--- config.mk ---
export PLATFORM = sky130hd
export DESIGN_NAME = iodt_core
export DESIGN_NICKNAME = d
export VERILOG_FILES = /design/src/iodt_core.v
export VERILOG_INCLUDE_DIRS = /design/src /design/src/src
export SDC_FILE = /design/constraint.sdc
export NUM_CORES = 1
export LEC_CHECK = 0
export ABC_AREA = 1
export BUFFER_PORTS_ARGS = -buffer_cell sky130_fd_sc_hd__buf_2
export CORE_UTILIZATION = 60
export DETAILED_ROUTE_END_ITERATION = 12
export PLACE_DENSITY = 0.81
export SKIP_LAST_GASP = 1
export SYNTH_ARGS = -nofsm -noshare
export SYNTH_HDL_FRONTEND = slang
export SYNTH_SLANG_ARGS = --single-unit
--- constraint.sdc ---
create_clock -name pclk -period 5.6 [get_ports pclk]
set_input_delay 0.56 -clock pclk [delete_from_list [all_inputs] [get_ports pclk]]
set_output_delay 0.56 -clock pclk [all_outputs]
set_load 0.02 [all_outputs]
--- src/iodt_defs.vh ---
// Purpose: Constants for the integer-op decode and timing block.
// Assumes: APB register map, 40 MHz pclk.
// Notes:   Flag masks run overflow, direction, interrupt, trap, sign, zero, aux, parity, carry, bit 8 to 0.
// How it works
// RQ1: F8 clears carry, one clock.
// RQ2: FC clears direction flag, seven clocks.
// RQ3: FA clears interrupt enable, seven clocks.
// RQ4: 0F 06 clears task-switched bit, ten clocks, arithmetic flags untouched.
// RQ5: F5 inverts carry only, two clocks.
// RQ6: All compare_integers forms write six result flags in one clock.
// RQ7: 80..83 with reg field 111 is immediate compare.
// RQ8: A6/A7 compare_string writes result flags, five clocks.
// RQ9: 0F B0/B1 compare_and_swap writes result flags, eleven clocks.
// RQ10: 99 and 98 sign-extend in two clocks.
// RQ11: 27 decimal adjust after add, five flags, nine clocks.
// RQ12: 2F decimal adjust after subtract, five flags, nine clocks.
// RQ13: subtract_one forms take one clock, carry unchanged.
// RQ14: Unsigned divide 13-17, 13-25, 13-41 clocks by size; some flags undefined.
// RQ15: Signed divide 16-20, 16-28, 17-45 clocks by size.
// RQ16: C8 takes 10 plus three per nesting level.
// RQ17: F4 finishes in five clocks, then the halted state.
// RQ18: 0F A2 processor_identify takes twelve clocks.
// RQ19: Immediate size decoded as 8, 16 or full width.
// RQ20: Each flag is written, preserved or made undefined per mask.
// RQ21: w bit zero selects byte, one selects full width.
// RQ22: Counts assume hits; misses add stall cycles.
`ifndef IODT_DEFS_VH
`define IODT_DEFS_VH
`define IODT_A_INSN   8'h00
`define IODT_A_CTRL   8'h04
`define IODT_A_STAT   8'h08
`define IODT_A_FMASK  8'h0c
`define IODT_A_FLAGS  8'h10
`define IODT_A_LIVE   8'h14
`define IODT_FLAGS_RST 4'h0
`define IODT_F_CARRY  0
`define IODT_F_DIR    1
`define IODT_F_IF  2
`define IODT_F_TS  3
`define IODT_M_RES    9'h11f
`define IODT_M_SUB1   9'h11e
`define IODT_M_ADJ    9'h01f
`define IODT_M_DIVW   9'h118
`define IODT_M_DIVU   9'h006
`define IODT_T_CLRC   10'd1
`define IODT_T_CLRD   10'd7
`define IODT_T_MASKI  10'd7
`define IODT_T_CLRTS  10'd10
`define IODT_T_CPLC   10'd2
`define IODT_T_ICMP   10'd1
`define IODT_T_SCMP   10'd5
`define IODT_T_CAS    10'd11
`define IODT_T_IDENT  10'd12
`define IODT_T_SEXT   10'd2
`define IODT_T_ADJ    10'd9
`define IODT_T_SUB1   10'd1
`define IODT_T_HALT   10'd5
`define IODT_T_ENTER  10'd10
`define IODT_T_UDIV   10'd13
`define IODT_T_SDIV   10'd16
`define IODT_T_SDIV32 10'd17
`define IODT_SPAN_B   10'd4
`define IODT_SPAN_W   10'd12
`define IODT_SPAN_UD  10'd28
`define IODT_T_UNK    10'd1
`define IODT_IMM_NONE 3'd0
`define IODT_IMM_8    3'd1
`define IODT_IMM_16   3'd2
`define IODT_IMM_FULL 3'd3
`define IODT_IMM_16_8 3'd4
`endif

--- src/iodt_core.v ---
// Purpose: Decodes one instruction and runs its core-clock latency and flag effects.
// Assumes: Single pclk domain; APB master keeps the request stable until pready.
// Notes:   Opcode bytes are written over APB, then a start bit launches execution.
//
// Decided for this implementation: the register addresses and register access over APB.
`timescale 1ns/1ps
`include "iodt_defs.vh"
module iodt_core (
  input  wire        pclk,
  input  wire        presetn,
  input  wire        ce,
  input  wire        psel,
  input  wire        penable,
  input  wire        pwrite,
  input  wire [7:0]  paddr,
  input  wire [31:0] pwdata,
  output reg  [31:0] prdata,
  output reg         pready,
  output reg         pslverr,
  output reg         busy,
  output reg         exec_done,
  output reg         halted,
  output reg         carry_flag,
  output reg         direction_flag
);
  localparam [1:0] ST_IDLE = 2'b01;
  localparam [1:0] ST_EXEC = 2'b10;

  // ----------------------------------------
  // Register state
  // ----------------------------------------
  reg [31:0] insn_r;
  reg [15:0] ctrl_r;
  reg [3:0]  flags_r;
  reg [1:0]  state_r;
  reg [9:0]  cnt_r;
  reg [9:0]  lat_r;
  reg [8:0]  wmask_r;
  reg [8:0]  umask_r;
  reg [8:0]  zmask_r;
  reg [4:0]  cls_r;
  reg [2:0]  imm_r;
  reg        valid_r;

  wire [7:0] b0    = insn_r[7:0];
  wire [7:0] b1    = insn_r[15:8];
  wire [2:0] regf  = insn_r[21:19];
  wire [7:0] level = insn_r[31:24];
  wire acc     = psel && penable && pready;
  wire wr      = acc && pwrite;
  wire start   = wr && (paddr == `IODT_A_CTRL) && pwdata[0] && state_r[0];

  // The start write carries its own options, so decode sees them on that edge.
  wire [15:0] ctrl_v = (wr && paddr == `IODT_A_CTRL && state_r[0]) ? pwdata[15:0] : ctrl_r;
  wire [4:0]  qext   = ctrl_v[5:1];
  wire        op32   = ctrl_v[7];
  wire        miss   = ctrl_v[6];
  wire [7:0]  stall  = ctrl_v[15:8];

  // ----------------------------------------
  // Decode
  // ----------------------------------------
  reg [9:0] lat_nxt;
  reg [9:0] span;
  reg [9:0] qadd;
  reg [8:0] wm_nxt;
  reg [8:0] um_nxt;
  reg [8:0] zm_nxt;
  reg [4:0] cls_nxt;
  reg [2:0] imm_nxt;
  reg       val_nxt;
  reg       wide;

  always @* begin
    lat_nxt = `IODT_T_UNK;
    wm_nxt  = 9'h000;
    um_nxt  = 9'h000;
    zm_nxt  = 9'h000;
    cls_nxt = 5'h00;
    imm_nxt = `IODT_IMM_NONE;
    val_nxt = 1'b1;
    wide    = b0[0]; // RQ21
    span    = wide ? (op32 ? `IODT_SPAN_UD : `IODT_SPAN_W) : `IODT_SPAN_B;
    qadd    = ({5'h00, qext} > span) ? span : {5'h00, qext};
    if (b0 == 8'hf8) begin
      cls_nxt = 5'h01; lat_nxt = `IODT_T_CLRC; zm_nxt = 9'h001; // RQ1
    end else if (b0 == 8'hfc) begin
      cls_nxt = 5'h02; lat_nxt = `IODT_T_CLRD; zm_nxt = 9'h080; // RQ2
    end else if (b0 == 8'hfa) begin
      cls_nxt = 5'h03; lat_nxt = `IODT_T_MASKI; zm_nxt = 9'h040; // RQ3
    end else if (b0 == 8'h0f && b1 == 8'h06) begin
      cls_nxt = 5'h04; lat_nxt = `IODT_T_CLRTS; // RQ4
    end else if (b0 == 8'hf5) begin
      cls_nxt = 5'h05; lat_nxt = `IODT_T_CPLC; wm_nxt = 9'h001; // RQ5
    end else if (b0[7:2] == 6'b001110 || b0[7:1] == 7'b0011110) begin
      cls_nxt = 5'h06; lat_nxt = `IODT_T_ICMP; wm_nxt = `IODT_M_RES; // RQ6
      if (b0[2])
        imm_nxt = wide ? `IODT_IMM_FULL : `IODT_IMM_8; // RQ19
    end else if (b0[7:2] == 6'b100000 && regf == 3'b111) begin
      cls_nxt = 5'h07; lat_nxt = `IODT_T_ICMP; wm_nxt = `IODT_M_RES; // RQ7
      imm_nxt = (b0[1:0] == 2'b01) ? `IODT_IMM_FULL : `IODT_IMM_8; // RQ19
    end else if (b0[7:1] == 7'b1010011) begin
      cls_nxt = 5'h08; lat_nxt = `IODT_T_SCMP; wm_nxt = `IODT_M_RES; // RQ8
    end else if (b0 == 8'h0f && b1[7:1] == 7'b1011000) begin
      cls_nxt = 5'h09; lat_nxt = `IODT_T_CAS; wm_nxt = `IODT_M_RES; // RQ9
    end else if (b0 == 8'h0f && b1 == 8'ha2) begin
      cls_nxt = 5'h0a; lat_nxt = `IODT_T_IDENT; // RQ18
    end else if (b0[7:1] == 7'b1001100) begin
      cls_nxt = 5'h0b; lat_nxt = `IODT_T_SEXT; // RQ10
    end else if (b0 == 8'h27 || b0 == 8'h2f) begin
      cls_nxt = b0[3] ? 5'h0d : 5'h0c; lat_nxt = `IODT_T_ADJ; wm_nxt = `IODT_M_ADJ; // RQ11 RQ12
    end else if (b0[7:3] == 5'b01001 ||
                 (b0[7:1] == 7'b1111111 && regf == 3'b001)) begin
      cls_nxt = 5'h0e; lat_nxt = `IODT_T_SUB1; wm_nxt = `IODT_M_SUB1; // RQ13
    end else if (b0[7:1] == 7'b1111011 && regf == 3'b110) begin
      cls_nxt = 5'h0f; lat_nxt = `IODT_T_UDIV + qadd; // RQ14
      wm_nxt  = `IODT_M_DIVW; um_nxt = `IODT_M_DIVU; // RQ20
    end else if (b0[7:1] == 7'b1111011 && regf == 3'b111) begin
      cls_nxt = 5'h10; wm_nxt = `IODT_M_DIVW; um_nxt = `IODT_M_DIVU;
      lat_nxt = ((wide && op32) ? `IODT_T_SDIV32 : `IODT_T_SDIV) + qadd; // RQ15
    end else if (b0 == 8'hc8) begin
      cls_nxt = 5'h11; imm_nxt = `IODT_IMM_16_8; // RQ19
      lat_nxt = `IODT_T_ENTER + {level, 1'b0} + {2'b00, level}; // RQ16
    end else if (b0 == 8'hf4) begin
      cls_nxt = 5'h12; lat_nxt = `IODT_T_HALT; // RQ17
    end else begin
      val_nxt = 1'b0;
    end
    if (miss)
      lat_nxt = lat_nxt + {2'b00, stall}; // RQ22
  end

  // ----------------------------------------
  // Execution sequencer
  // ----------------------------------------
  // Flag effects land on the last cycle, so a read mid-instruction
  // still shows the state from before it.
  always @(posedge pclk or negedge presetn) begin
    if (!presetn) begin
      state_r   <= ST_IDLE;
      cnt_r     <= 10'd0;
      lat_r     <= 10'd0;
      wmask_r   <= 9'h000;
      umask_r   <= 9'h000;
      zmask_r   <= 9'h000;
      cls_r     <= 5'h00;
      imm_r     <= `IODT_IMM_NONE;
      valid_r   <= 1'b0;
      flags_r   <= `IODT_FLAGS_RST;
      busy      <= 1'b0;
      exec_done <= 1'b0;
      halted    <= 1'b0;
    end else if (ce) begin
      exec_done <= 1'b0;
      case (state_r)
        ST_IDLE: begin
          if (wr && paddr == `IODT_A_FLAGS)
            flags_r <= pwdata[3:0];
          if (start) begin
            state_r <= ST_EXEC;
            busy    <= 1'b1;
            halted  <= 1'b0;
            cnt_r   <= lat_nxt;
            lat_r   <= lat_nxt;
            wmask_r <= wm_nxt;
            umask_r <= um_nxt;
            zmask_r <= zm_nxt;
            cls_r   <= cls_nxt;
            imm_r   <= imm_nxt;
            valid_r <= val_nxt;
          end
        end
        ST_EXEC: begin
          cnt_r <= cnt_r - 10'd1;
          if (cnt_r == 10'd1) begin
            state_r   <= ST_IDLE;
            busy      <= 1'b0;
            exec_done <= 1'b1;
            case (cls_r)
              5'h01: flags_r[`IODT_F_CARRY] <= 1'b0; // RQ1
              5'h02: flags_r[`IODT_F_DIR] <= 1'b0; // RQ2
              5'h03: flags_r[`IODT_F_IF] <= 1'b0; // RQ3
              5'h04: flags_r[`IODT_F_TS] <= 1'b0; // RQ4
              5'h05: flags_r[`IODT_F_CARRY] <= ~flags_r[`IODT_F_CARRY]; // RQ5
              5'h12: halted <= 1'b1; // RQ17
              default: flags_r <= flags_r;
            endcase
          end
        end
        default: state_r <= ST_IDLE;
      endcase
    end
  end

  // ----------------------------------------
  // APB slave
  // ----------------------------------------
  // No wait state: pready is already high in the first access cycle, so outputs stay registered.
  reg [31:0] rd_nxt;
  reg        err_nxt;

  always @* begin
    rd_nxt  = 32'h0000_0000;
    err_nxt = 1'b0;
    case (paddr)
      `IODT_A_INSN:  rd_nxt = insn_r;
      `IODT_A_CTRL:  rd_nxt = {16'h0000, ctrl_r};
      `IODT_A_STAT:  rd_nxt = {6'h00, lat_r, 3'h0, imm_r, 2'b00, cls_r, halted, valid_r, busy};
      `IODT_A_FMASK: rd_nxt = {5'h00, umask_r, zmask_r, wmask_r};
      `IODT_A_FLAGS: rd_nxt = {28'h0000000, flags_r};
      `IODT_A_LIVE:  rd_nxt = {6'h00, lat_nxt, 5'h00, imm_nxt, 2'b00, cls_nxt, val_nxt};
      default:       err_nxt = 1'b1;
    endcase
  end

  always @(posedge pclk or negedge presetn) begin
    if (!presetn) begin
      insn_r         <= 32'h0000_0000;
      ctrl_r         <= 16'h0000;
      prdata         <= 32'h0000_0000;
      pready         <= 1'b0;
      pslverr        <= 1'b0;
      carry_flag     <= 1'b0;
      direction_flag <= 1'b0;
    end else if (ce) begin
      pready         <= psel && !penable && !pready;
      pslverr        <= psel && !penable && !pready && err_nxt;
      carry_flag     <= flags_r[`IODT_F_CARRY];
      direction_flag <= flags_r[`IODT_F_DIR];
      if (psel && !penable && !pwrite)
        prdata <= rd_nxt;
      if (wr && paddr == `IODT_A_INSN && state_r[0])
        insn_r <= pwdata;
      if (wr && paddr == `IODT_A_CTRL && state_r[0])
        ctrl_r <= {pwdata[15:1], 1'b0};
    end
  end
endmodule

==> flow_metrics.py <==
metrics = {
    "placed_design": {
        "portBuffers": 84,
        "hpwl_mm": 17.9,
        "gp_congestion": 0.996,
    },
    "critical_path": {
        "critPathBufInv": 6,
        "worst-path-stages": 34,
        "path_delay_family": "compound AO/OA/AOI/OAI gates",
        "critPathArrivalTime_ns": 5.55,
        "r2r_slack_ns": 0.35,
        "r2r_cells": 34,
        "timing.rr.end": "prdata[24]$_DFFE_PN0P_",
        "r2r_start": "state_r[0]$_DFFE_PN1P_",
        "endpoint": "prdata[24]$_DFFE_PN0P_",
        "crit_required_ns": 5.90,
        "path_max_fanout": 7,
        "crit_start": "state_r[0]$_DFFE_PN1P_",
        "startpoint_type": "flip-flop",
        "path_class": "flip-flop to flip-flop",
        "critPathSlowestCell": "dfstp_2",
        "cpPeakStageDelay_ns": 0.54,
        "crit_path_end_kind": "flip-flop",
    },
    "yosys": {
        "synth-main-ff-cell": "dfrtp_1",
        "netlist_area_mm2": 0.00784,
        "yosysSeqAreaShare": 0.412,
        "ys_top_cells_by_area": "dfrtp_1, nand2_1, o21ai_0",
        "synth_cells": 1043,
        "yosysWarningCount": 0,
        "syn-num-nets": 1119,
        "synth_top_cell_area_share": 0.409,
        "syn_area_per_cell_um2": 7.52,
        "synth_cell_types": 58,
        "synthArstFlopShare": 1.00,
        "yosysTopAreaCell": "dfrtp_1",
        "synth-edff-count": 0,
        "ys_seq_elements": 129,
    },
    "sta": {
        "worst_pin_slew_ns": 0.855,
        "slew_headroom": 0.429,
        "finalCriticalPeriod_ns": 5.25,
        "whs_ns": 0.281,
        "rsz0062_at_grt": "yes",
        "timing.fmax_mhz": 190,
        "hold_violations": 0,
        "fin_skew_ns": 0.00685,
        "final_max_slew_viol_count": 0,
        "fin_crit_sh": 0.938,
        "setup_viol": 0,
    },
    "worst_hold_path": {
        "hold_class": "input port to asynchronous set/reset pin",
    },
    "global_routing": {
        "antenna_found_initial": 0,
        "track_usage": 0.383,
        "grt_pass1_vias": 7134,
        "grt_max_degree": 69,
        "grt_pass1_wl_mm": 38.1,
        "grt_overflow_total": 0,
    },
    "clocking": {
        "clock-sinks": 129,
        "path_clk_slew_ns": 0.06,
        "clockRootBuffer": "clkbuf_16",
        "clock_latency_ns": 0.43,
        "clockBufferDepth": 2,
        "cts_hold_buf": 0,
        "cts_tree": "done",
        "cts_htree_levels": 4,
        "cts_buffers": 17,
    },
    "drt": {
        "first_pass_iters": 8,
        "ant_nets": 0,
        "drt_iter0_markers": 836,
        "vias": 7672,
        "drt-vias-per-instance": 5.83,
        "drc": 0,
        "avgRoutedWirePerCell_um": 18.7,
        "wl_mm": 24.7,
    },
    "pwr": {
        "p_total_uw": 2680,
        "p_leak_uw": 0.00479,
        "vdd_drop_max_uv": 249,
        "power_density_mw_per_mm2": 294,
    },
    "job": {
        "cap_violations": 0,
    },
    "final_layout": {
        "drive_above_1_share": 0.159,
        "insertedDiodeCount": 0,
        "layout.nets": 1208,
        "area_delta_synth_final_pct": 16.2,
    },
    "die": {
        "initial_core_util": 0.619,
        "dieArea_mm2": 0.0135,
        "die_x_um": 116,
        "io_pins": 85,
        "rows": 41,
        "core_area_mm2": 0.0127,
        "die_y_um": 116,
    },
    "status": {
        "outcome": "complete, no violations",
    },
}
[per-layer routing]
| layer | track usage | wire length [um] |
|---|---|---|
| met5 | 0 | 0 |
| met4 | 0.156 | 825 |
| met3 | 0.0913 | 2000 |
| met2 | 0.615 | 11400 |
| met1 | 0.500 | 10400 |
[repair_timing]
action                                  in CTS  in global routing
resized for setup                            0                  2
buffers inserted                             0                  0
endpoints found under the setup margin       0                  3
[where the power goes]
group / switching (uW) / internal [uW] / leakage, uW
Combinational: 291 / 127 / 0.00277
Clock: 463 / 750 / 0.000298
Sequential: 44.7 / 1000 / 0.00172
[final cells by class]
cell class	instances	area (um^2)
multi-input combinational	737	3940
fill	1068	3560
sequential	129	3230
inverter	149	561
timing repair buffer	98	528
clock buffer	17	425
tap	172	215
clock inverter	15	206
[synthesized netlist by cell type (3+ instances only)]
library cell	count
nor3_1	20
nand2_2	10
o21bai_1	3
o22ai_1	8
inv_2	4
nor2_1	96
mux2_2	16
xnor2_1	6
a221oi_1	12
a22oi_1	7
o31ai_1	5
nor2_2	3
nand4_1	14
inv_1	142
o211ai_1	4
a31oi_1	7
nand2_4	4
nand3_1	45
clkbuf_1	24
o21ai_1	7
a21oi_1	29
o21ai_0	115
dfrtp_1	128
o21a_1	3
ha_1	28
xor2_1	4
nand2_1	259
nor4_1	4
[cells by family (layout without fill, tap and decap cells)]
family / after synthesis / after routing / share of synthesized area
xor+xnor: 10 / 10 / 0.0112
simple gates: 466 / 466 / 0.255
flops: 129 / 129 / 0.412
fa+ha+maj: 30 / 30 / 0.0498
compound gates: 214 / 214 / 0.161
buf+inv: 177 / 279 / 0.0867
mux: 17 / 17 / 0.0243
[per-stage QoR]
| step | setup TNS, ns | worst slack (ns) | utilization | instance area (um^2) | std cells |
|---|---|---|---|---|---|
| after detailed placement | 0 | 0.201 | 0.669 | 8470 | 1285 |
| final | 0 | 0.350 | 0.719 | 9110 | 1317 |
| after global placement | 0 | 0.391 | 0.669 | 8470 | 1285 |
| after global routing | -0.0451 | -0.0451 | 0.719 | 9110 | 1317 |
| after CTS | 0 | 0.371 | 0.719 | 9110 | 1317 |
| after floorplan | 0 | 0.575 | - | 7840 | 1043 |
[registers in the layout (all words and copies together) (netlist names), 2 cells and up]
register	count
insn_r	32
prdata	32
ctrl_r	15
cnt_r	10
lat_r	10
cls_r	5
flags_r	4
wmask_r	4
imm_r	3
zmask_r	3
state_r	2
[layout by cell type (no fill, tap or decap), drive strengths merged, types with 17 or more instances in the layout]
cell type  instances
a21oi             30
buf               98
clkbuf            17
dfrtp            128
ha                28
inv              150
nand2            273
nand3             46
nor2             100
nor3              21
o21ai            124
[how the worst min path moves through the flow]
stage	startpoint	endpoint	slack [ns]	depth (start not counted)
3_5_place_dp	prdata[15]$_DFFE_PN0P_	prdata[15]$_DFFE_PN0P_	0.46	2
5_1_grt	pwdata[25]	insn_r[25]$_DFFE_PN0P_	0.36	2
4_1_cts	presetn	insn_r[27]$_DFFE_PN0P_	0.33	2
2_1_floorplan	presetn	busy$_DFFE_PN0P_	0.26	0
6_report	presetn	insn_r[28]$_DFFE_PN0P_	0.28	2
3_3_place_gp	prdata[6]$_DFFE_PN0P_	prdata[6]$_DFFE_PN0P_	0.46	2
Note: power is estimated with default switching activity, not from simulation.
